[src/include/bpd_pkg.sv]
// Purpose: Shared constants, types and helpers of the byte datapath
// Assumes: 24-bit words, byte register is accumulator bits 7-0
// Notes:   Condition codes are one-hot: positive, negative, zero
package bpd_pkg;
    localparam int WORD_W = 24;
    localparam int BYTE_W = 8;
    localparam int PC_W = 15;
    localparam int WADDR_W = 22;
    localparam int SEL_W = 2;
    localparam int SEL_LSB = 22;
    localparam int HI_W = WORD_W - BYTE_W;
    localparam logic [SEL_W-1:0] SEL_NONE = 2'h0;
    localparam logic [SEL_W-1:0] SEL_LEFT = 2'h1;
    localparam logic [SEL_W-1:0] SEL_MID = 2'h2;
    localparam logic [SEL_W-1:0] SEL_RIGHT = 2'h3;
    localparam logic [SEL_W-1:0] SEL_WRAP_RELOAD = 2'h1;
    localparam logic [BYTE_W-1:0] BYTE_FULL_NEG = 8'h80;
    localparam logic [WORD_W-1:0] WORD_RST = 24'h000000;
    localparam logic [PC_W-1:0] PC_RST = 15'h0000;
    localparam logic [PC_W-1:0] PC_STEP = 15'h0001;
    localparam logic [WADDR_W-1:0] WADDR_STEP = 22'h000001;
    localparam logic [SEL_W-1:0] SEL_STEP = 2'h1;
    localparam logic [2:0] COND_POS = 3'h1;
    localparam logic [2:0] COND_NEG = 3'h2;
    localparam logic [2:0] COND_ZERO = 3'h4;
    localparam logic [2:0] COND_RST = 3'h4;
    localparam logic [1:0] LD_A = 2'h0;
    localparam logic [1:0] LD_I = 2'h1;
    localparam logic [1:0] LD_J = 2'h2;
    localparam logic [1:0] LD_PC = 2'h3;

    typedef enum logic [3:0] {
        OPC_BYTE_BRANCH_J = 4'h0,
        OPC_COMPARE_MEMORY_BYTE = 4'h1,
        OPC_COMPARE_OPERAND_BYTE = 4'h2,
        OPC_AND_OPERAND_BYTE = 4'h3,
        OPC_EXTRACT_MEMORY_BYTE = 4'h4,
        OPC_EXTEND_SIGN_BYTE = 4'h5,
        OPC_EXTEND_ZERO_BYTE = 4'h6,
        OPC_LOGICAL_COMPARE_OPERAND_BYTE = 4'h7,
        OPC_NEGATE_BYTE = 4'h8,
        OPC_OR_OPERAND_BYTE = 4'h9,
        OPC_ABSOLUTE_BYTE = 4'ha,
        OPC_REPLACE_MEMORY_BYTE = 4'hb,
        OPC_QUERY_BYTE_BITS = 4'hc
    } bpd_op_t;

    function automatic logic [2:0] bpd_cond8(input logic [BYTE_W-1:0] v);
        bpd_cond8 = (v == '0) ? COND_ZERO : (v[BYTE_W-1] ? COND_NEG : COND_POS);
    endfunction

    function automatic logic [2:0] bpd_cond24(input logic [WORD_W-1:0] v);
        bpd_cond24 = (v == '0) ? COND_ZERO : (v[WORD_W-1] ? COND_NEG : COND_POS);
    endfunction

    // Byte register measured against the other operand
    function automatic logic [2:0] bpd_cmp(input logic [BYTE_W-1:0] b, input logic [BYTE_W-1:0] o,
                                           input logic signed_cmp);
        logic lt;
        lt = signed_cmp ? ($signed(b) < $signed(o)) : (b < o);
        bpd_cmp = (b == o) ? COND_ZERO : (lt ? COND_NEG : COND_POS);
    endfunction
endpackage

[src/include/bpd_alu_if.sv]
// Purpose: Carrier between the sequencer core and the byte ALU
// Assumes: Purely combinational ALU on the far side
// Notes:   None
`timescale 1ns/100ps
`default_nettype none
interface bpd_alu_if;
    import bpd_pkg::*;
    bpd_op_t op;
    logic [WORD_W-1:0] a;
    logic [BYTE_W-1:0] operand;
    logic [BYTE_W-1:0] mem_byte;
    logic [WORD_W-1:0] a_new;
    logic a_we;
    logic [2:0] cond;
    logic cond_we;
    logic ovf_set;
    modport core(output op, a, operand, mem_byte, input a_new, a_we, cond, cond_we, ovf_set);
    modport alu(input op, a, operand, mem_byte, output a_new, a_we, cond, cond_we, ovf_set);
endinterface
`default_nettype wire

[src/core/bpd_byte_alu.sv]
// Purpose: Combinational byte arithmetic, logic, compare and extend
// Assumes: Caller applies the write enables
// Notes:   Overflow leaves the byte at the full-scale negative value
`timescale 1ns/100ps
`default_nettype none
module bpd_byte_alu
    import bpd_pkg::*;
(
    bpd_alu_if.alu p
);
    wire logic [BYTE_W-1:0] b = p.a[BYTE_W-1:0];
    wire logic [HI_W-1:0] hi = p.a[WORD_W-1:BYTE_W];
    wire logic [BYTE_W-1:0] neg_b = BYTE_W'(~b + 8'h01);
    wire logic [BYTE_W-1:0] and_b = b & p.operand;
    wire logic [BYTE_W-1:0] or_b = b | p.operand;
    wire logic [BYTE_W-1:0] abs_b = b[BYTE_W-1] ? neg_b : b;
    wire logic full_neg = (b == BYTE_FULL_NEG);

    always_comb begin
        p.a_new = p.a;
        p.a_we = 1'b0;
        p.cond = COND_ZERO;
        p.cond_we = 1'b0;
        p.ovf_set = 1'b0;
        case (p.op)
            OPC_COMPARE_MEMORY_BYTE: begin
                p.cond = bpd_cmp(b, p.mem_byte, 1'b1);
                p.cond_we = 1'b1;
            end
            OPC_COMPARE_OPERAND_BYTE: begin
                p.cond = bpd_cmp(b, p.operand, 1'b1);
                p.cond_we = 1'b1;
            end
            OPC_LOGICAL_COMPARE_OPERAND_BYTE: begin
                p.cond = bpd_cmp(b, p.operand, 1'b0);
                p.cond_we = 1'b1;
            end
            OPC_AND_OPERAND_BYTE: begin
                p.a_new = {hi, and_b};
                p.a_we = 1'b1;
                p.cond = bpd_cond8(and_b);
                p.cond_we = 1'b1;
            end
            OPC_OR_OPERAND_BYTE: begin
                p.a_new = {hi, or_b};
                p.a_we = 1'b1;
                p.cond = bpd_cond8(or_b);
                p.cond_we = 1'b1;
            end
            OPC_QUERY_BYTE_BITS: begin
                p.cond = bpd_cond8(and_b);
                p.cond_we = 1'b1;
            end
            OPC_NEGATE_BYTE: begin
                p.a_new = {hi, neg_b};
                p.a_we = 1'b1;
                p.cond = bpd_cond8(neg_b);
                p.cond_we = 1'b1;
                p.ovf_set = full_neg;
            end
            OPC_ABSOLUTE_BYTE: begin
                p.a_new = {hi, abs_b};
                p.a_we = 1'b1;
                p.cond = bpd_cond8(abs_b);
                p.cond_we = 1'b1;
                p.ovf_set = full_neg;
            end
            OPC_EXTRACT_MEMORY_BYTE: begin
                p.a_new = {hi, p.mem_byte};
                p.a_we = 1'b1;
                p.cond = bpd_cond8(p.mem_byte);
                p.cond_we = 1'b1;
            end
            OPC_EXTEND_SIGN_BYTE: begin
                p.a_new = {{HI_W{b[BYTE_W-1]}}, b};
                p.a_we = 1'b1;
                p.cond = bpd_cond24({{HI_W{b[BYTE_W-1]}}, b});
                p.cond_we = 1'b1;
            end
            OPC_EXTEND_ZERO_BYTE: begin
                p.a_new = {{HI_W{1'b0}}, b};
                p.a_we = 1'b1;
            end
            default: begin
                p.a_we = 1'b0;
            end
        endcase
    end
endmodule // bpd_byte_alu
`default_nettype wire

[src/core/bpd_byte_lane.sv]
// Purpose: Byte lane select for extract and merge for replace
// Assumes: Select field taken from index bits 23:22
// Notes:   Field 00 extracts the right byte but never merges
`timescale 1ns/100ps
`default_nettype none
module bpd_byte_lane
    import bpd_pkg::*;
(
    input wire logic [SEL_W-1:0] i_sel,
    input wire logic [WORD_W-1:0] i_word,
    input wire logic [BYTE_W-1:0] i_byte,
    output logic [BYTE_W-1:0] o_byte,
    output logic [WORD_W-1:0] o_merged,
    output logic o_merge_en
);
    assign o_byte = (i_sel == SEL_LEFT) ? i_word[WORD_W-1 -: BYTE_W] :
                    (i_sel == SEL_MID) ? i_word[2*BYTE_W-1 -: BYTE_W] :
                    i_word[BYTE_W-1:0];
    assign o_merged = (i_sel == SEL_LEFT) ? {i_byte, i_word[2*BYTE_W-1:0]} :
                      (i_sel == SEL_MID) ? {i_word[WORD_W-1 -: BYTE_W], i_byte, i_word[BYTE_W-1:0]} :
                      {i_word[WORD_W-1:BYTE_W], i_byte};
    assign o_merge_en = (i_sel != SEL_NONE);
endmodule // bpd_byte_lane
`default_nettype wire

[src/core/bpd_core.sv]
// Purpose: Byte processing datapath of a 24-bit execution unit
// Assumes: Memory and sequencer run on I_CLK; no synchronisers needed
// Notes:   One instruction at a time; start and load ignored while busy
//
// How it works
// - byte_branch_j adds one to J bits 23:22; nonzero result branches to address.
// - On wrap to zero, field becomes 01 and J bits 21-0 increment.
// - Word part wrapping to zero falls through; otherwise branch taken.
// - compare_memory_byte signed-compares byte register with memory bits 7-0.
// - compare_operand_byte signed-compares byte register with immediate, condition only.
// - and_operand_byte ANDs immediate into byte, keeps upper bits, sets condition.
// - extract_memory_byte reads effective address plus J, loads selected byte.
// - Extract select 01 left, 10 middle, 11 and 00 right byte.
// - Requested indexing adds index register to address before J is added.
// - extend_sign_byte copies bit 7 upward, condition from whole accumulator.
// - extend_zero_byte clears upper bits, condition untouched.
// - logical_compare_operand_byte compares unsigned, condition only.
// - negate_byte two's complements byte, overflow at full-scale negative.
// - or_operand_byte ORs immediate into byte, keeps upper bits, sets condition.
// - absolute_byte takes absolute value, overflow at full-scale negative.
// - replace_memory_byte writes byte into selected lane at address plus I.
// - Replace select 01 left, 10 middle, 11 right, 00 no write.
// - Requested indexing ORs index register with I before the add.
// - query_byte_bits ANDs immediate with byte, sets condition, stores nothing.
`timescale 1ns/100ps
`default_nettype none
module bpd_core
    import bpd_pkg::*;
(
    input wire logic I_CLK,
    input wire logic I_RST,
    input wire logic I_START,
    input wire logic [3:0] I_OPCODE,
    input wire logic [BYTE_W-1:0] I_OPERAND,
    input wire logic [PC_W-1:0] I_EA,
    input wire logic I_IDX_EN,
    input wire logic [WORD_W-1:0] I_IDX,
    input wire logic I_LOAD_EN,
    input wire logic [1:0] I_LOAD_SEL,
    input wire logic [WORD_W-1:0] I_LOAD_DATA,
    input wire logic I_OVF_CLR,
    input wire logic I_MEM_ACK,
    input wire logic [WORD_W-1:0] I_MEM_RDATA,
    output logic O_BUSY,
    output logic O_DONE,
    output logic O_MEM_REQ,
    output logic O_MEM_WE,
    output logic [WADDR_W-1:0] O_MEM_ADDR,
    output logic [WORD_W-1:0] O_MEM_WDATA,
    output logic [WORD_W-1:0] O_A,
    output logic [WORD_W-1:0] O_I,
    output logic [WORD_W-1:0] O_J,
    output logic [PC_W-1:0] O_PC,
    output logic [2:0] O_COND,
    output logic O_OVF
);
    typedef enum logic [2:0] {
        ST_IDLE = 3'b001,
        ST_READ = 3'b010,
        ST_WRITE = 3'b100
    } bpd_state_t;

    bpd_state_t state_q;
    bpd_state_t state_d;

    logic [WORD_W-1:0] a_q;
    logic [WORD_W-1:0] a_d;
    logic [WORD_W-1:0] i_q;
    logic [WORD_W-1:0] i_d;
    logic [WORD_W-1:0] j_q;
    logic [WORD_W-1:0] j_d;
    logic [PC_W-1:0] pc_q;
    logic [PC_W-1:0] pc_d;
    logic [2:0] cond_q;
    logic [2:0] cond_d;
    logic ovf_q;
    logic ovf_d;
    logic done_q;
    logic done_d;
    logic req_q;
    logic req_d;
    logic we_q;
    logic we_d;
    logic [WADDR_W-1:0] addr_q;
    logic [WADDR_W-1:0] addr_d;
    logic [WORD_W-1:0] wdata_q;
    logic [WORD_W-1:0] wdata_d;
    bpd_op_t op_q;
    bpd_op_t op_d;
    logic [SEL_W-1:0] sel_q;
    logic [SEL_W-1:0] sel_d;

    bpd_alu_if alu_bus();

    // Request decode
    wire logic idle = (state_q == ST_IDLE);
    wire bpd_op_t op_in = bpd_op_t'(I_OPCODE);
    wire logic go = idle & I_START;
    wire logic load = idle & I_LOAD_EN & ~I_START;
    wire logic op_stp = (op_in == OPC_BYTE_BRANCH_J);
    wire logic op_ext = (op_in == OPC_EXTRACT_MEMORY_BYTE);
    wire logic op_cmp = (op_in == OPC_COMPARE_MEMORY_BYTE);
    wire logic op_rep = (op_in == OPC_REPLACE_MEMORY_BYTE);
    wire logic op_read = op_ext | op_cmp;

    // Address formation
    wire logic [WORD_W-1:0] ea_word = {{(WORD_W-PC_W){1'b0}}, I_EA};
    wire logic [WORD_W-1:0] ea_idx = I_IDX_EN ? WORD_W'(ea_word + I_IDX) : ea_word;
    wire logic [WADDR_W-1:0] ext_addr = WADDR_W'(ea_idx[WADDR_W-1:0] + j_q[WADDR_W-1:0]);
    wire logic [WORD_W-1:0] rep_base = I_IDX_EN ? (i_q | I_IDX) : i_q;
    wire logic [WADDR_W-1:0] rep_addr = WADDR_W'(rep_base[WADDR_W-1:0] + ea_word[WADDR_W-1:0]);
    wire logic [WADDR_W-1:0] cmp_addr = ea_idx[WADDR_W-1:0];
    wire logic [SEL_W-1:0] j_sel = j_q[WORD_W-1:SEL_LSB];
    wire logic [SEL_W-1:0] i_sel = i_q[WORD_W-1:SEL_LSB];
    wire logic rep_skip = (i_sel == SEL_NONE);

    // Byte pointer step on J
    wire logic [SEL_W-1:0] stp_field = SEL_W'(j_sel + SEL_STEP);
    wire logic stp_field_nz = (stp_field != SEL_NONE);
    wire logic [WADDR_W-1:0] stp_word = WADDR_W'(j_q[WADDR_W-1:0] + WADDR_STEP);
    wire logic stp_word_nz = (stp_word != '0);
    wire logic [WORD_W-1:0] stp_j = stp_field_nz ? {stp_field, j_q[WADDR_W-1:0]} :
                                    {SEL_WRAP_RELOAD, stp_word};
    wire logic stp_take = stp_field_nz | stp_word_nz;
    wire logic [PC_W-1:0] pc_next = PC_W'(pc_q + PC_STEP);

    // Byte lane for extract (J field) and replace (I field)
    logic [BYTE_W-1:0] lane_byte;
    logic [WORD_W-1:0] lane_merged;
    logic lane_merge_en;

    bpd_byte_lane u_lane (
        .i_sel(sel_q),
        .i_word(I_MEM_RDATA),
        .i_byte(a_q[BYTE_W-1:0]),
        .o_byte(lane_byte),
        .o_merged(lane_merged),
        .o_merge_en(lane_merge_en)
    );

    // ALU sees the new request in idle and the held one while reading
    assign alu_bus.op = idle ? op_in : op_q;
    assign alu_bus.a = a_q;
    assign alu_bus.operand = I_OPERAND;
    assign alu_bus.mem_byte = (op_q == OPC_EXTRACT_MEMORY_BYTE) ? lane_byte : I_MEM_RDATA[BYTE_W-1:0];

    bpd_byte_alu u_alu (
        .p(alu_bus.alu)
    );

    wire logic mem_back = (state_q == ST_READ) & I_MEM_ACK;
    wire logic alu_fire = (go & ~op_read & ~op_rep & ~op_stp) | (mem_back & (op_q != OPC_REPLACE_MEMORY_BYTE));

    always_comb begin
        state_d = state_q;
        a_d = a_q;
        i_d = i_q;
        j_d = j_q;
        pc_d = pc_q;
        cond_d = cond_q;
        ovf_d = ovf_q & ~I_OVF_CLR;
        done_d = 1'b0;
        req_d = req_q;
        we_d = we_q;
        addr_d = addr_q;
        wdata_d = wdata_q;
        op_d = op_q;
        sel_d = sel_q;
        if (alu_fire) begin
            if (alu_bus.a_we) begin
                a_d = alu_bus.a_new;
            end
            if (alu_bus.cond_we) begin
                cond_d = alu_bus.cond;
            end
            if (alu_bus.ovf_set) begin
                ovf_d = 1'b1;
            end
        end
        case (state_q)
            ST_IDLE: begin
                if (load) begin
                    case (I_LOAD_SEL)
                        LD_A: a_d = I_LOAD_DATA;
                        LD_I: i_d = I_LOAD_DATA;
                        LD_J: j_d = I_LOAD_DATA;
                        default: pc_d = I_LOAD_DATA[PC_W-1:0];
                    endcase
                end
                if (go) begin
                    op_d = op_in;
                    if (op_stp) begin
                        j_d = stp_j;
                        pc_d = stp_take ? I_EA : pc_next;
                        done_d = 1'b1;
                    end else if (op_read) begin
                        sel_d = j_sel;
                        addr_d = op_ext ? ext_addr : cmp_addr;
                        req_d = 1'b1;
                        we_d = 1'b0;
                        pc_d = pc_next;
                        state_d = ST_READ;
                    end else if (op_rep) begin
                        pc_d = pc_next;
                        if (rep_skip) begin
                            done_d = 1'b1;
                        end else begin
                            sel_d = i_sel;
                            addr_d = rep_addr;
                            req_d = 1'b1;
                            we_d = 1'b0;
                            state_d = ST_READ;
                        end
                    end else begin
                        pc_d = pc_next;
                        done_d = 1'b1;
                    end
                end
            end
            ST_READ: begin
                if (I_MEM_ACK) begin
                    if (op_q == OPC_REPLACE_MEMORY_BYTE) begin
                        // Read-modify-write keeps the two untouched lanes intact
                        wdata_d = lane_merged;
                        we_d = lane_merge_en;
                        req_d = lane_merge_en;
                        done_d = ~lane_merge_en;
                        state_d = lane_merge_en ? ST_WRITE : ST_IDLE;
                    end else begin
                        req_d = 1'b0;
                        done_d = 1'b1;
                        state_d = ST_IDLE;
                    end
                end
            end
            ST_WRITE: begin
                if (I_MEM_ACK) begin
                    req_d = 1'b0;
                    we_d = 1'b0;
                    done_d = 1'b1;
                    state_d = ST_IDLE;
                end
            end
            default: begin
                req_d = 1'b0;
                we_d = 1'b0;
                state_d = ST_IDLE;
            end
        endcase
    end

    // Architectural registers
    always_ff @(posedge I_CLK or posedge I_RST) begin
        if (I_RST) begin
            a_q <= WORD_RST;
            i_q <= WORD_RST;
            j_q <= WORD_RST;
            pc_q <= PC_RST;
            cond_q <= COND_RST;
            ovf_q <= 1'b0;
        end else begin
            a_q <= a_d;
            i_q <= i_d;
            j_q <= j_d;
            pc_q <= pc_d;
            cond_q <= cond_d;
            ovf_q <= ovf_d;
        end
    end

    // Sequencing and memory port
    always_ff @(posedge I_CLK or posedge I_RST) begin
        if (I_RST) begin
            state_q <= ST_IDLE;
            done_q <= 1'b0;
            req_q <= 1'b0;
            we_q <= 1'b0;
            addr_q <= '0;
            wdata_q <= WORD_RST;
            op_q <= OPC_BYTE_BRANCH_J;
            sel_q <= SEL_NONE;
        end else begin
            state_q <= state_d;
            done_q <= done_d;
            req_q <= req_d;
            we_q <= we_d;
            addr_q <= addr_d;
            wdata_q <= wdata_d;
            op_q <= op_d;
            sel_q <= sel_d;
        end
    end

    assign O_BUSY = ~state_q[0];
    assign O_DONE = done_q;
    assign O_MEM_REQ = req_q;
    assign O_MEM_WE = we_q;
    assign O_MEM_ADDR = addr_q;
    assign O_MEM_WDATA = wdata_q;
    assign O_A = a_q;
    assign O_I = i_q;
    assign O_J = j_q;
    assign O_PC = pc_q;
    assign O_COND = cond_q;
    assign O_OVF = ovf_q;
endmodule // bpd_core
`default_nettype wire

[config.mk]
export PLATFORM = sky130hd
export DESIGN_NAME = bpd_core
export DESIGN_NICKNAME = d
export VERILOG_FILES = /design/src/include/bpd_pkg.sv /design/src/include/bpd_alu_if.sv /design/src/core/bpd_byte_alu.sv /design/src/core/bpd_byte_lane.sv /design/src/core/bpd_core.sv
export SDC_FILE = /design/constraint.sdc
export NUM_CORES = 1
export LEC_CHECK = 0
export BUFFER_PORTS_ARGS = -buffer_cell sky130_fd_sc_hd__buf_2
export CORE_ASPECT_RATIO = 0.5
export CORE_MARGIN = 10
export CORE_UTILIZATION = 50
export CTS_CLUSTER_SIZE = 40
export DETAILED_ROUTE_END_ITERATION = 7
export PLACE_DENSITY = 0.73
export SETUP_SLACK_MARGIN = 0.1
export SLEW_MARGIN = 20
export SYNTH_ARGS = -nofsm -noshare
export SYNTH_HDL_FRONTEND = slang
export SYNTH_SLANG_ARGS = --single-unit
[constraint.sdc]
create_clock -name I_CLK -period 15.45 [get_ports I_CLK]
set_clock_uncertainty 0.1 [all_clocks]
set_input_delay 3.09 -clock I_CLK [delete_from_list [all_inputs] [get_ports I_CLK]]
set_output_delay 3.09 -clock I_CLK [all_outputs]
set_load 0.005 [all_outputs]
## Word-level counts from Yosys, hierarchy flattened

Cells that the tools add are included.

- $lt $le $gt $ge: 3
- Equal/unequal tests: 37
- Mux-type cells: 92
- Bitwise logic cells: 23
- Reductions and logical operators: 28
- Add/subtract/negate cells: 7

Operator list:

| cell | count |
|---|---|
| 24-bit two-way mux | 11 |
| 24-bit case mux with 7 select lines | 1 |
| 22-bit two-way mux | 6 |
| 15-bit two-way mux | 5 |
| 3-bit two-way mux | 18 |
| 8-bit zero test | 5 |
| 8-bit two-way mux | 4 |
| 1-bit two-way mux | 28 |
| 3-bit case mux with 9 select lines | 1 |
| 4-bit by 3-bit == test with 1-bit output, second input constant | 6 |
| 4-bit == test, second input constant | 6 |
| 24-bit zero test | 1 |
| 8-bit < comparator | 3 |
| 2-bit two-way mux | 12 |
| 15-bit by 22-bit adder with 22-bit output | 1 |
| 22-bit by 1-bit adder with 22-bit output, second input constant | 1 |
| 22-bit by 15-bit adder with 22-bit output | 1 |
| 22-bit adder | 1 |
| 22-bit bitwise OR | 1 |
| 22-bit nonzero test | 1 |
| 8-bit == test | 2 |
| 16-bit two-way mux | 1 |
| 15-bit by 1-bit adder with 15-bit output, second input constant | 1 |
| 10-bit OR reduction | 1 |
| other kinds (35) | 72 |

- Register bits after elaboration: 149
- Output and inout port bits: 141

## Depth between registers and ports, before layout

Gate-level depths: netlist of the first run.

- Depth after elaboration: 11
- Gate-level depth with buffers: 21

## By module

A second synthesis of the first run with hierarchy kept.

- Cells, all modules: 1,522
- Area total of the unflattened synthesis: 13,161.4 µm²

Modules (own cells, without submodules):

| module | times used | area each (µm²) | cells each |
|---|---|---|---|
| bpd_core | 1 | 10,650.2 | 1,183 |
| bpd_byte_alu | 1 | 1,919.3 | 282 |
| bpd_byte_lane | 1 | 591.8 | 57 |

## Worst setup path after synthesis of the first run

OpenSTA, ideal clock, no wires.

- Path type: input -> register
- Start: input I_EA[0]
- End: register addr_q[21], in the netlist O_MEM_ADDR[21]
- Slack: 8.438 ns
- Setup time: 0.116 ns
- Required time: 15.234 ns
- Stages: 21
- Data arrival time: 6.796 ns
- Cell sequence: ha_1 > inv_1 > fa_1 > nor2b_1 > o31a_1 > o211a_1 > o41a_1 > o21bai_1 > a21oi_1 > xnor2_1 > nor2_1 > ha_1 > clkbuf_1 > nand2_1 > o21ai_0 > a31o_2 > o22ai_1 > a21oi_1 > mux2i_1 > xnor2_1 > o311ai_0

- Word-level cells in the longest chain between the ends: 5
- Elaborated cells on any way between the ends: 8
- Classes of those cells: add/sub (3); mux (5)

Ends and longest elaborated chain:

| item | line | source |
|---|---|---|
| start: declaration | bpd_core.sv:35 | `input wire logic [PC_W-1:0] I_EA,` |
| 15-bit by 22-bit adder with 22-bit output | bpd_core.sv:108 | `wire logic [WORD_W-1:0] ea_idx = I_IDX_EN ? WORD_W'(ea_word + I_IDX) : ea_word;` |
| 22-bit two-way mux | bpd_core.sv:108 |  |
| 22-bit adder | bpd_core.sv:109 | `wire logic [WADDR_W-1:0] ext_addr = WADDR_W'(ea_idx[WADDR_W-1:0] + j_q[WADDR_W-1:0]);` |
| 22-bit two-way mux | bpd_core.sv:198 | `addr_d = op_ext ? ext_addr : cmp_addr;` |
| 22-bit two-way mux (*) | bpd_core.sv:196 | `end else if (op_read) begin` |
| end signal: assignment | bpd_core.sv:287 | `addr_q <= addr_d;` |
| end: declaration | bpd_core.sv:84 | `logic [WADDR_W-1:0] addr_q;` |

Mark *: on every way between the ends. The rest lies on a longest branch, timed or not. The select of a mux whose other input is x is not followed.
A chain may end at the register's enable or synchronous reset.

## Final worst setup path of the first run

Ends and elaborated chain as after synthesis.

==> summary.md, run 1 <==
| Metric | Value |
|---|---|
| FFs w/ async S/R, synth | 100% |
| Leakage | 0.00680 uW |
| Grt total ovfl | 0 |
| Clock sink count | 149 |
| Multi-input gate area | 8440 sq um |
| FF/Latch Area | 3730 sq um |
| Syn nets | 1780 |
| Routability Congestion | 0.965 |
| GRT Max-Usage Layer | met2 |
| Routed vias | 13128 |
| DR iter-0 viols | 1436 |
| Max Buffers Root-to-Sink | 2 |
| Placed inst area | 14100 sq um |
| Half-perimeter wire length after placement | 35.1 mm |
| Largest net degree at the start of global routing | 85 |
| Largest fanout on the critical path | 8 |
| Area delta synth->final | 16.4% |
| Number of synthesized flops with an enable pin | 0 |
| Clk slew on worst S/H paths | 70 ps |
| Total Nets Final | 1980 |
| Synthesis warning total | 0 |
| Core ar. | 25000 sq um |
| Relative max-transition margin | 33.9% |
| Crit path setup slack, layout | 8170 ps |
| Final Setup Violations | 0 |
| # Post-CTS Setup Buffers | 0 |
| Most frequent cells in the layout | 246 x buf_2, 182 x nor2_1, 177 x nand2_1, 147 x dfrtp_1, 132 x a21oi_1 |
| Fillers | 2388 |
| Drt pass-1 iters | 6 |
| Post-cts resize count | 0 |
| Worst skew pair latency | 450 ps |
| CTS tree | done |
| Cell area after layout | 14700 sq um |
| Crit share post-route | 47.1% |
| Initial antenna violation count | 4 |
| Final Hold Violating Endpoints | 0 |
| Layout cells sized above 1 | 19.9% |
| Area contributors post-synth | dfrtp_1 29%, ha_1 8.9%, nor2_1 5.4% |
| Vias per inst | 6.13 |
| Max Transition Viols Final | 0 |
| Hold/Removal Path Class | reg2reg |
| Initial Util | 50.6% |
| Setup_tns | 0 ps |
| H-tree levels | 4 |
| Gate Count Post-Synth | 1579 |
| Final design utilization | 58.9% |
| Gr usage total | 27.2% |
| Mapped Area | 12700 sq um |
| Row count | 41 |
| DRT Wirelength | 46.0 mm |
| Met1 Track Usage GR | 36.0% |
| Mean Syn Cell Area | 8.02 sq um |
| Die area | 32500 sq um |
| Grt met2 use | 43.2% |
| Routed Antenna Nets | 0 |
| CP Capture Type | register |
| Commonest non-fill, non-tap cell in the layout | buf_2 |
| PwrDens | 136 nW/um^2 |
| Prevailing post-synth register cell | dfrtp_1 |
| Fin Hold WS | 373 ps |
| CP Launch Type | primary input |
| Worst Path Arrival | 7510 ps |
| Drc violations | 0 |
| Worst endpoint required time | 15680 ps |
| Flops & latches, synth | 149 |
| # IOs | 249 |
| Seq/Total Area, Yosys | 29.5% |
| Yosys cell types | 81 |
| Maxcap violations | 0 |
| Post-place setup slack | 7780 ps |
| Worst slew pin tran | 991 ps |
| Hold buffers post-CTS | 0 |
| GR met3 Demand/Resource | 5.56% |
| Worst IR Drop VDD | 0.0884 mV |
| Kind of critical path | in2reg |
| DIE HEIGHT | 133 um |
| Number of CTS-inserted buffers | 17 |
| Status | finished, final reports clean |
| RSZ-0062 raised after global routing | false |
| Period minus WS final | 7280 ps |
| Largest area contributor in the netlist | dfrtp_1 |
| Port buffer count | 246 |
| Die width | 245 um |
| Synth top area share | 29.1% |
| Fmax | 0.137 GHz |
| CTS root buffer | clkbuf_16 |
| First-pass GRT wire length | 70.4 mm |
| DR WL/cell | 21.5 um |
| Vias in the first global route | 12094 |
[logic make-up (layout without fill, tap and decap cells)]
kind of cell / Yosys count / count (layout) / synth area share [%]
adders and majority gates: 93 / 93 / 9.37
buffers and inverters: 125 / 338 / 3.91
AOI/OAI and AO/OA: 492 / 492 / 25.1
other: 0 / 4 / 0
muxes: 74 / 74 / 6.23
xor gates and xnor gates: 71 / 71 / 4.91
and+or+nand+nor: 575 / 575 / 21.0
DFF: 149 / 149 / 29.5
[metrics by stage]
stage / total power (uW) / instances
floorplan: 1230 / 1579
global placement: 1540 / 2104
detailed placement: 1550 / 2104
CTS: 1990 / 2136
global route: 2130 / 2140
finish: 2000 / 2140
[final timing paths]
| path | slack, ps | from | depth (start not counted) | end |
|---|---|---|---|---|
| setup / recovery | 8170 | I_EA[0] | 21 | O_MEM_ADDR[21] |
| hold / removal | 370 | O_MEM_WDATA[9] | 2 | O_MEM_WDATA[9] |
| setup reg to reg | 11640 | op_q[0] | 13 | O_COND[0] |
| hold reg to reg | 370 | O_MEM_WDATA[9] | 2 | O_MEM_WDATA[9] |
| max in group asynchronous | 11150 | I_RST | 3 | O_MEM_ADDR[20] |
| min in group asynchronous | 2690 | I_RST | 2 | O_COND[0] |
[layout make-up]
cell class / instances / area share (%)
clock buffer: 18 / 2.98
timing repair buffer: 265 / 9.32
tap: 344 / 2.92
clock inverter: 14 / 1.04
inverter: 41 / 1.08
multi-input combinational: 1305 / 57.3
antenna: 4 / 0.0679
sequential: 149 / 25.3
[flip-flops by register name, summed over array words and instances, names as in the netlist, 3 cells and up]
signal       cells
O_I             24
O_COND           3
O_A             24
state_q          3
O_MEM_WDATA     24
op_q             4
O_PC            15
O_MEM_ADDR      22
O_J             24
[critical path: stages]
cell and delay [ps]:
buf_2 140, ha_1 220, inv_1 70, fa_1 200
nor2b_1 70, o31a_1 290, o211a_1 270, o41a_1 430
o21bai_1 350, a21oi_1 140, xnor2_1 160, nor2_1 60
ha_1 430, nand2_1 120, o21ai_0 260, a31o_2 210
o22ai_1 70, a21oi_1 300, mux2i_1 270, xnor2_1 90
o311ai_0 270
[Yosys cell counts, drive strengths merged, types with 23 or more instances]
library cell / count
nor2: 182
nand2: 178
dfrtp: 147
a21oi: 132
o21ai: 100
ha: 90
clkbuf: 67
nand3: 47
xnor2: 47
inv: 41
o22ai: 39
mux2: 38
mux2i: 36
a21o: 35
nor3: 32
a31oi: 28
nand4: 25
xor2: 24
nand2b: 23
[metal layers]
metal,vias to the layer above,part of all wire (%),wire length [um]
li1,6199,-,-
met2,599,46,21100
met4,0,2.9,1310
met1,6244,42,19500
met3,86,8.8,4040
met5,-,0,0
[where the power goes]
part / total [uW] / switching, uW / internal, uW / leakage [uW]
clock: 435 / 201 / 234 / 0.000291
combinational: 915 / 513 / 402 / 0.00470
sequential: 650 / 161 / 489 / 0.00182
total: 2000 / 875 / 1130 / 0.00680
Power figures use the tool's default switching activity.
==> run 2, diff against run 1 <==
--- a/config.mk
+++ b/config.mk
@@ -5,13 +5,14 @@
 export SDC_FILE = /design/constraint.sdc
 export NUM_CORES = 1
 export LEC_CHECK = 0
+export ABC_AREA = 1
 export BUFFER_PORTS_ARGS = -buffer_cell sky130_fd_sc_hd__buf_2
 export CORE_ASPECT_RATIO = 0.5
 export CORE_MARGIN = 10
 export CORE_UTILIZATION = 50
 export CTS_CLUSTER_SIZE = 40
 export DETAILED_ROUTE_END_ITERATION = 7
-export PLACE_DENSITY = 0.73
+export PLACE_DENSITY = 0.76
 export SETUP_SLACK_MARGIN = 0.1
 export SLEW_MARGIN = 20
 export SYNTH_ARGS = -nofsm -noshare
==> constraint.sdc (replaced) <==
create_clock -name I_CLK -period 6.3 [get_ports I_CLK]
set_clock_uncertainty 0.1 [all_clocks]
set_input_delay 1.26 -clock I_CLK [delete_from_list [all_inputs] [get_ports I_CLK]]
set_output_delay 1.26 -clock I_CLK [all_outputs]
set_load 0.005 [all_outputs]
==> run 2 against run 1 <==
  * Area after synthesis increased by 8.1%
  * Clock power increased by 140%
  * Final cell count increased by 27%
  * Critical path type unchanged
  * Largest power group unchanged
==> summary.md, run 2 <==
| Metric | Value |
|---|---|
| Max Buffers Root-to-Sink | 2 (unchanged) |
| Initial Util | 51.3% (+0.70 points) |
| Clk slew on worst S/H paths | 70 ps (about the same) |
| Period minus WS final | 4820 ps |
| DIE HEIGHT | 137 um (+3.4%) |
| Mean Syn Cell Area | 6.36 sq um (-21%) |
| RSZ-0062 raised after global routing | false |
| Gate Count Post-Synth | 2151 (+36%) |
| CP Capture Type | register |
| Area contributors post-synth | dfrtp_1 27%, nand2_1 16%, ha_1 8.2% |
| Half-perimeter wire length after placement | 40.5 mm (+16%) |
| Total Nets Final | 2560 (+29%) |
| Tot Pwr | 5280 uW (+160%) |
| Drt pass-1 iters | 5 (-1) |
| Hold buffers post-CTS | 0 (unchanged) |
| Layout cells sized above 1 | 15.0% (-4.9 points) |
| Grt total ovfl | 0 (unchanged) |
| Kind of critical path | in2reg |
| Commonest non-fill, non-tap cell in the layout | nand2_1 |
| Worst IR Drop VDD | 0.248 mV (+180%) |
| Vias in the first global route | 14508 (+20%) |
| Number of synthesized flops with an enable pin | 0 (unchanged) |
| Prevailing post-synth register cell | dfrtp_1 |
| Leakage | 0.00830 uW (+22%) |
| Routed vias | 15455 (+18%) |
| Relative max-transition margin | 34.3% (+0.37 points) |
| H-tree levels | 4 (unchanged) |
| Worst Path Arrival | 5100 ps (-2410 ps) |
| Worst slew pin tran | 985 ps (-5.67 ps) |
| Port buffer count | 246 (unchanged) |
| Row count | 42 (+2.4%) |
| Number of CTS-inserted buffers | 17 (unchanged) |
| Die width | 254 um (+3.7%) |
| # Post-CTS Setup Buffers | 0 (unchanged) |
| Final design utilization | 58.9% (about the same) |
| Max Transition Viols Final | 0 (unchanged) |
| Gr usage total | 28.7% (+1.5 points) |
| Clock sink count | 149 (unchanged) |
| Vias per inst | 5.67 (-7.6%) |
| Synthesis warning total | 0 (unchanged) |
| Crit share post-route | 76.5% |
| DR WL/cell | 18.8 um (-13%) |
| Largest net degree at the start of global routing | 64 (-25%) |
| DRT Wirelength | 51.1 mm (+11%) |
| FFs w/ async S/R, synth | 100% (unchanged) |
| Worst skew pair latency | 460 ps (about the same) |
| Area delta synth->final | 14.9% |
| Final Setup Violations | 0 (unchanged) |
| Largest area contributor in the netlist | dfrtp_1 |
| First-pass GRT wire length | 78.5 mm (+11%) |
| Syn nets | 2352 (+32%) |
| Flops & latches, synth | 149 (unchanged) |
| Initial antenna violation count | 3 (-1) |
| Routed Antenna Nets | 0 (unchanged) |
| Count leader, synth | nand2_1 |
| Routability Congestion | 0.976 (+1.2%) |
| Drc violations | 0 (unchanged) |
| Maxcap violations | 0 (unchanged) |
| Most frequent cells in the layout | 570 x nand2_1, 269 x inv_1, 246 x buf_2, 216 x nor2_1, 190 x nand3_1 |
| # IOs | 249 (unchanged) |
| CP Launch Type | primary input |
| Setup_tns | 0 ps (unchanged) |
| Fillers | 2680 (+12%) |
| Synth top area share | 26.9% (-2.2 points) |
| Seq/Total Area, Yosys | 27.3% (-2.2 points) |
| Yosys cell types | 59 (-27%) |
| Final Hold Violating Endpoints | 0 (unchanged) |
| CTS root buffer | clkbuf_16 |
| Core ar. | 26700 sq um (+6.6%) |
| Largest fanout on the critical path | 6 (-2) |
| DR iter-0 viols | 1507 (+4.9%) |
| Worst endpoint required time | 6580 ps (-9100 ps) |
| Die area | 34800 sq um (+7.2%) |
| CTS tree | done |
| Fmax | 0.207 GHz |
| Post-cts resize count | 0 (unchanged) |
| Status | finished, final reports clean |
| PwrDens | 336 nW/um^2 (+150%) |
| Hold/Removal Path Class | reg2reg |
| Top cells by count, synth | 570 x nand2_1, 270 x inv_1, 217 x nor2_1 |
| Mapped Area | 13700 sq um (+8.1%) |
-- run 2: worst paths after layout --
path,from,end,slack [ps],cells past startpoint
worst max-delay path,I_EA[0],O_MEM_ADDR[17],1480,22
worst min-delay path,O_MEM_ADDR[10],O_MEM_ADDR[10],380,2
worst max register to register,state_q[0],O_J[20],2390,10
worst min register to register,O_MEM_ADDR[10],O_MEM_ADDR[10],380,2
max in group asynchronous,I_RST,O_MEM_WDATA[23],4190,3
min in group asynchronous,I_RST,O_COND[0],730,2
-- run 2: worst max-delay path: stages --
cell     delay, ps
buf_2          130
ha_1           250
inv_1           80
fa_1           390
nor2_1         150
nand2_1         60
nand2_1         80
nand2_1         80
o21ai_0        380
nand3_1        180
nand2_1        150
nand2_1         70
nand3_1        150
inv_1           70
ha_1           400
nand2_1        140
nor3_1         300
nand3_1        150
a31o_2         250
nand3_1        130
nand3_1        110
a21oi_1        140
-- run 2: cells by family (layout without fill, tap and decap cells) --
| family | after synthesis | after routing | synth area share [%] |
|---|---|---|---|
| simple gates | 1106 | 1106 | 34.4 |
| compound gates | 408 | 408 | 16.6 |
| buf+inv | 349 | 570 | 10.0 |
| flops | 149 | 149 | 27.3 |
| fa+ha+maj | 93 | 93 | 8.66 |
| xor+xnor | 43 | 43 | 2.75 |
| mux | 3 | 3 | 0.247 |
| other cells | 0 | 3 | 0 |
-- run 2: routing by layer --
layer  up-vias  wire length [um]  global-route usage, %
met2       667             23300                   46.7
li1       7491                 -                      -
met3       111              4890                   6.57
met4         0              1820                   12.6
met5         -                 0                      0
met1      7186             21100                   36.1
-- run 2: final cells by class --
type	count	area, sq um	share of cell area [%]
Antenna cell	3	7.51	0.0477
Clock buffer	17	425	2.71
Clock inverter	15	155	0.987
Inverter	283	1070	6.80
Multi-Input combinational cell	1653	8600	54.7
Sequential cell	149	3730	23.7
Tap cell	352	440	2.80
Timing Repair Buffer	255	1300	8.26
-- run 2: where the power goes --
| group | leakage [uW] | internal [uW] | switching, uW |
|---|---|---|---|
| Sequential | 0.00174 | 1230 | 431 |
| Clock | 0.000288 | 529 | 503 |
| Combinational | 0.00626 | 948 | 1640 |
-- run 2: through the flow --
step | std cells | hold slack [ps] | area (sq um) | setup slack (ps)
after floorplan | 2151 | 372 | 13700 | 935
after global placement | 2692 | 362 | 15100 | 1080
after detailed placement | 2692 | 361 | 15100 | 1080
after CTS | 2724 | 383 | 15700 | 1540
after global routing | 2727 | 409 | 15700 | 1050
final | 2727 | 383 | 15700 | 1480
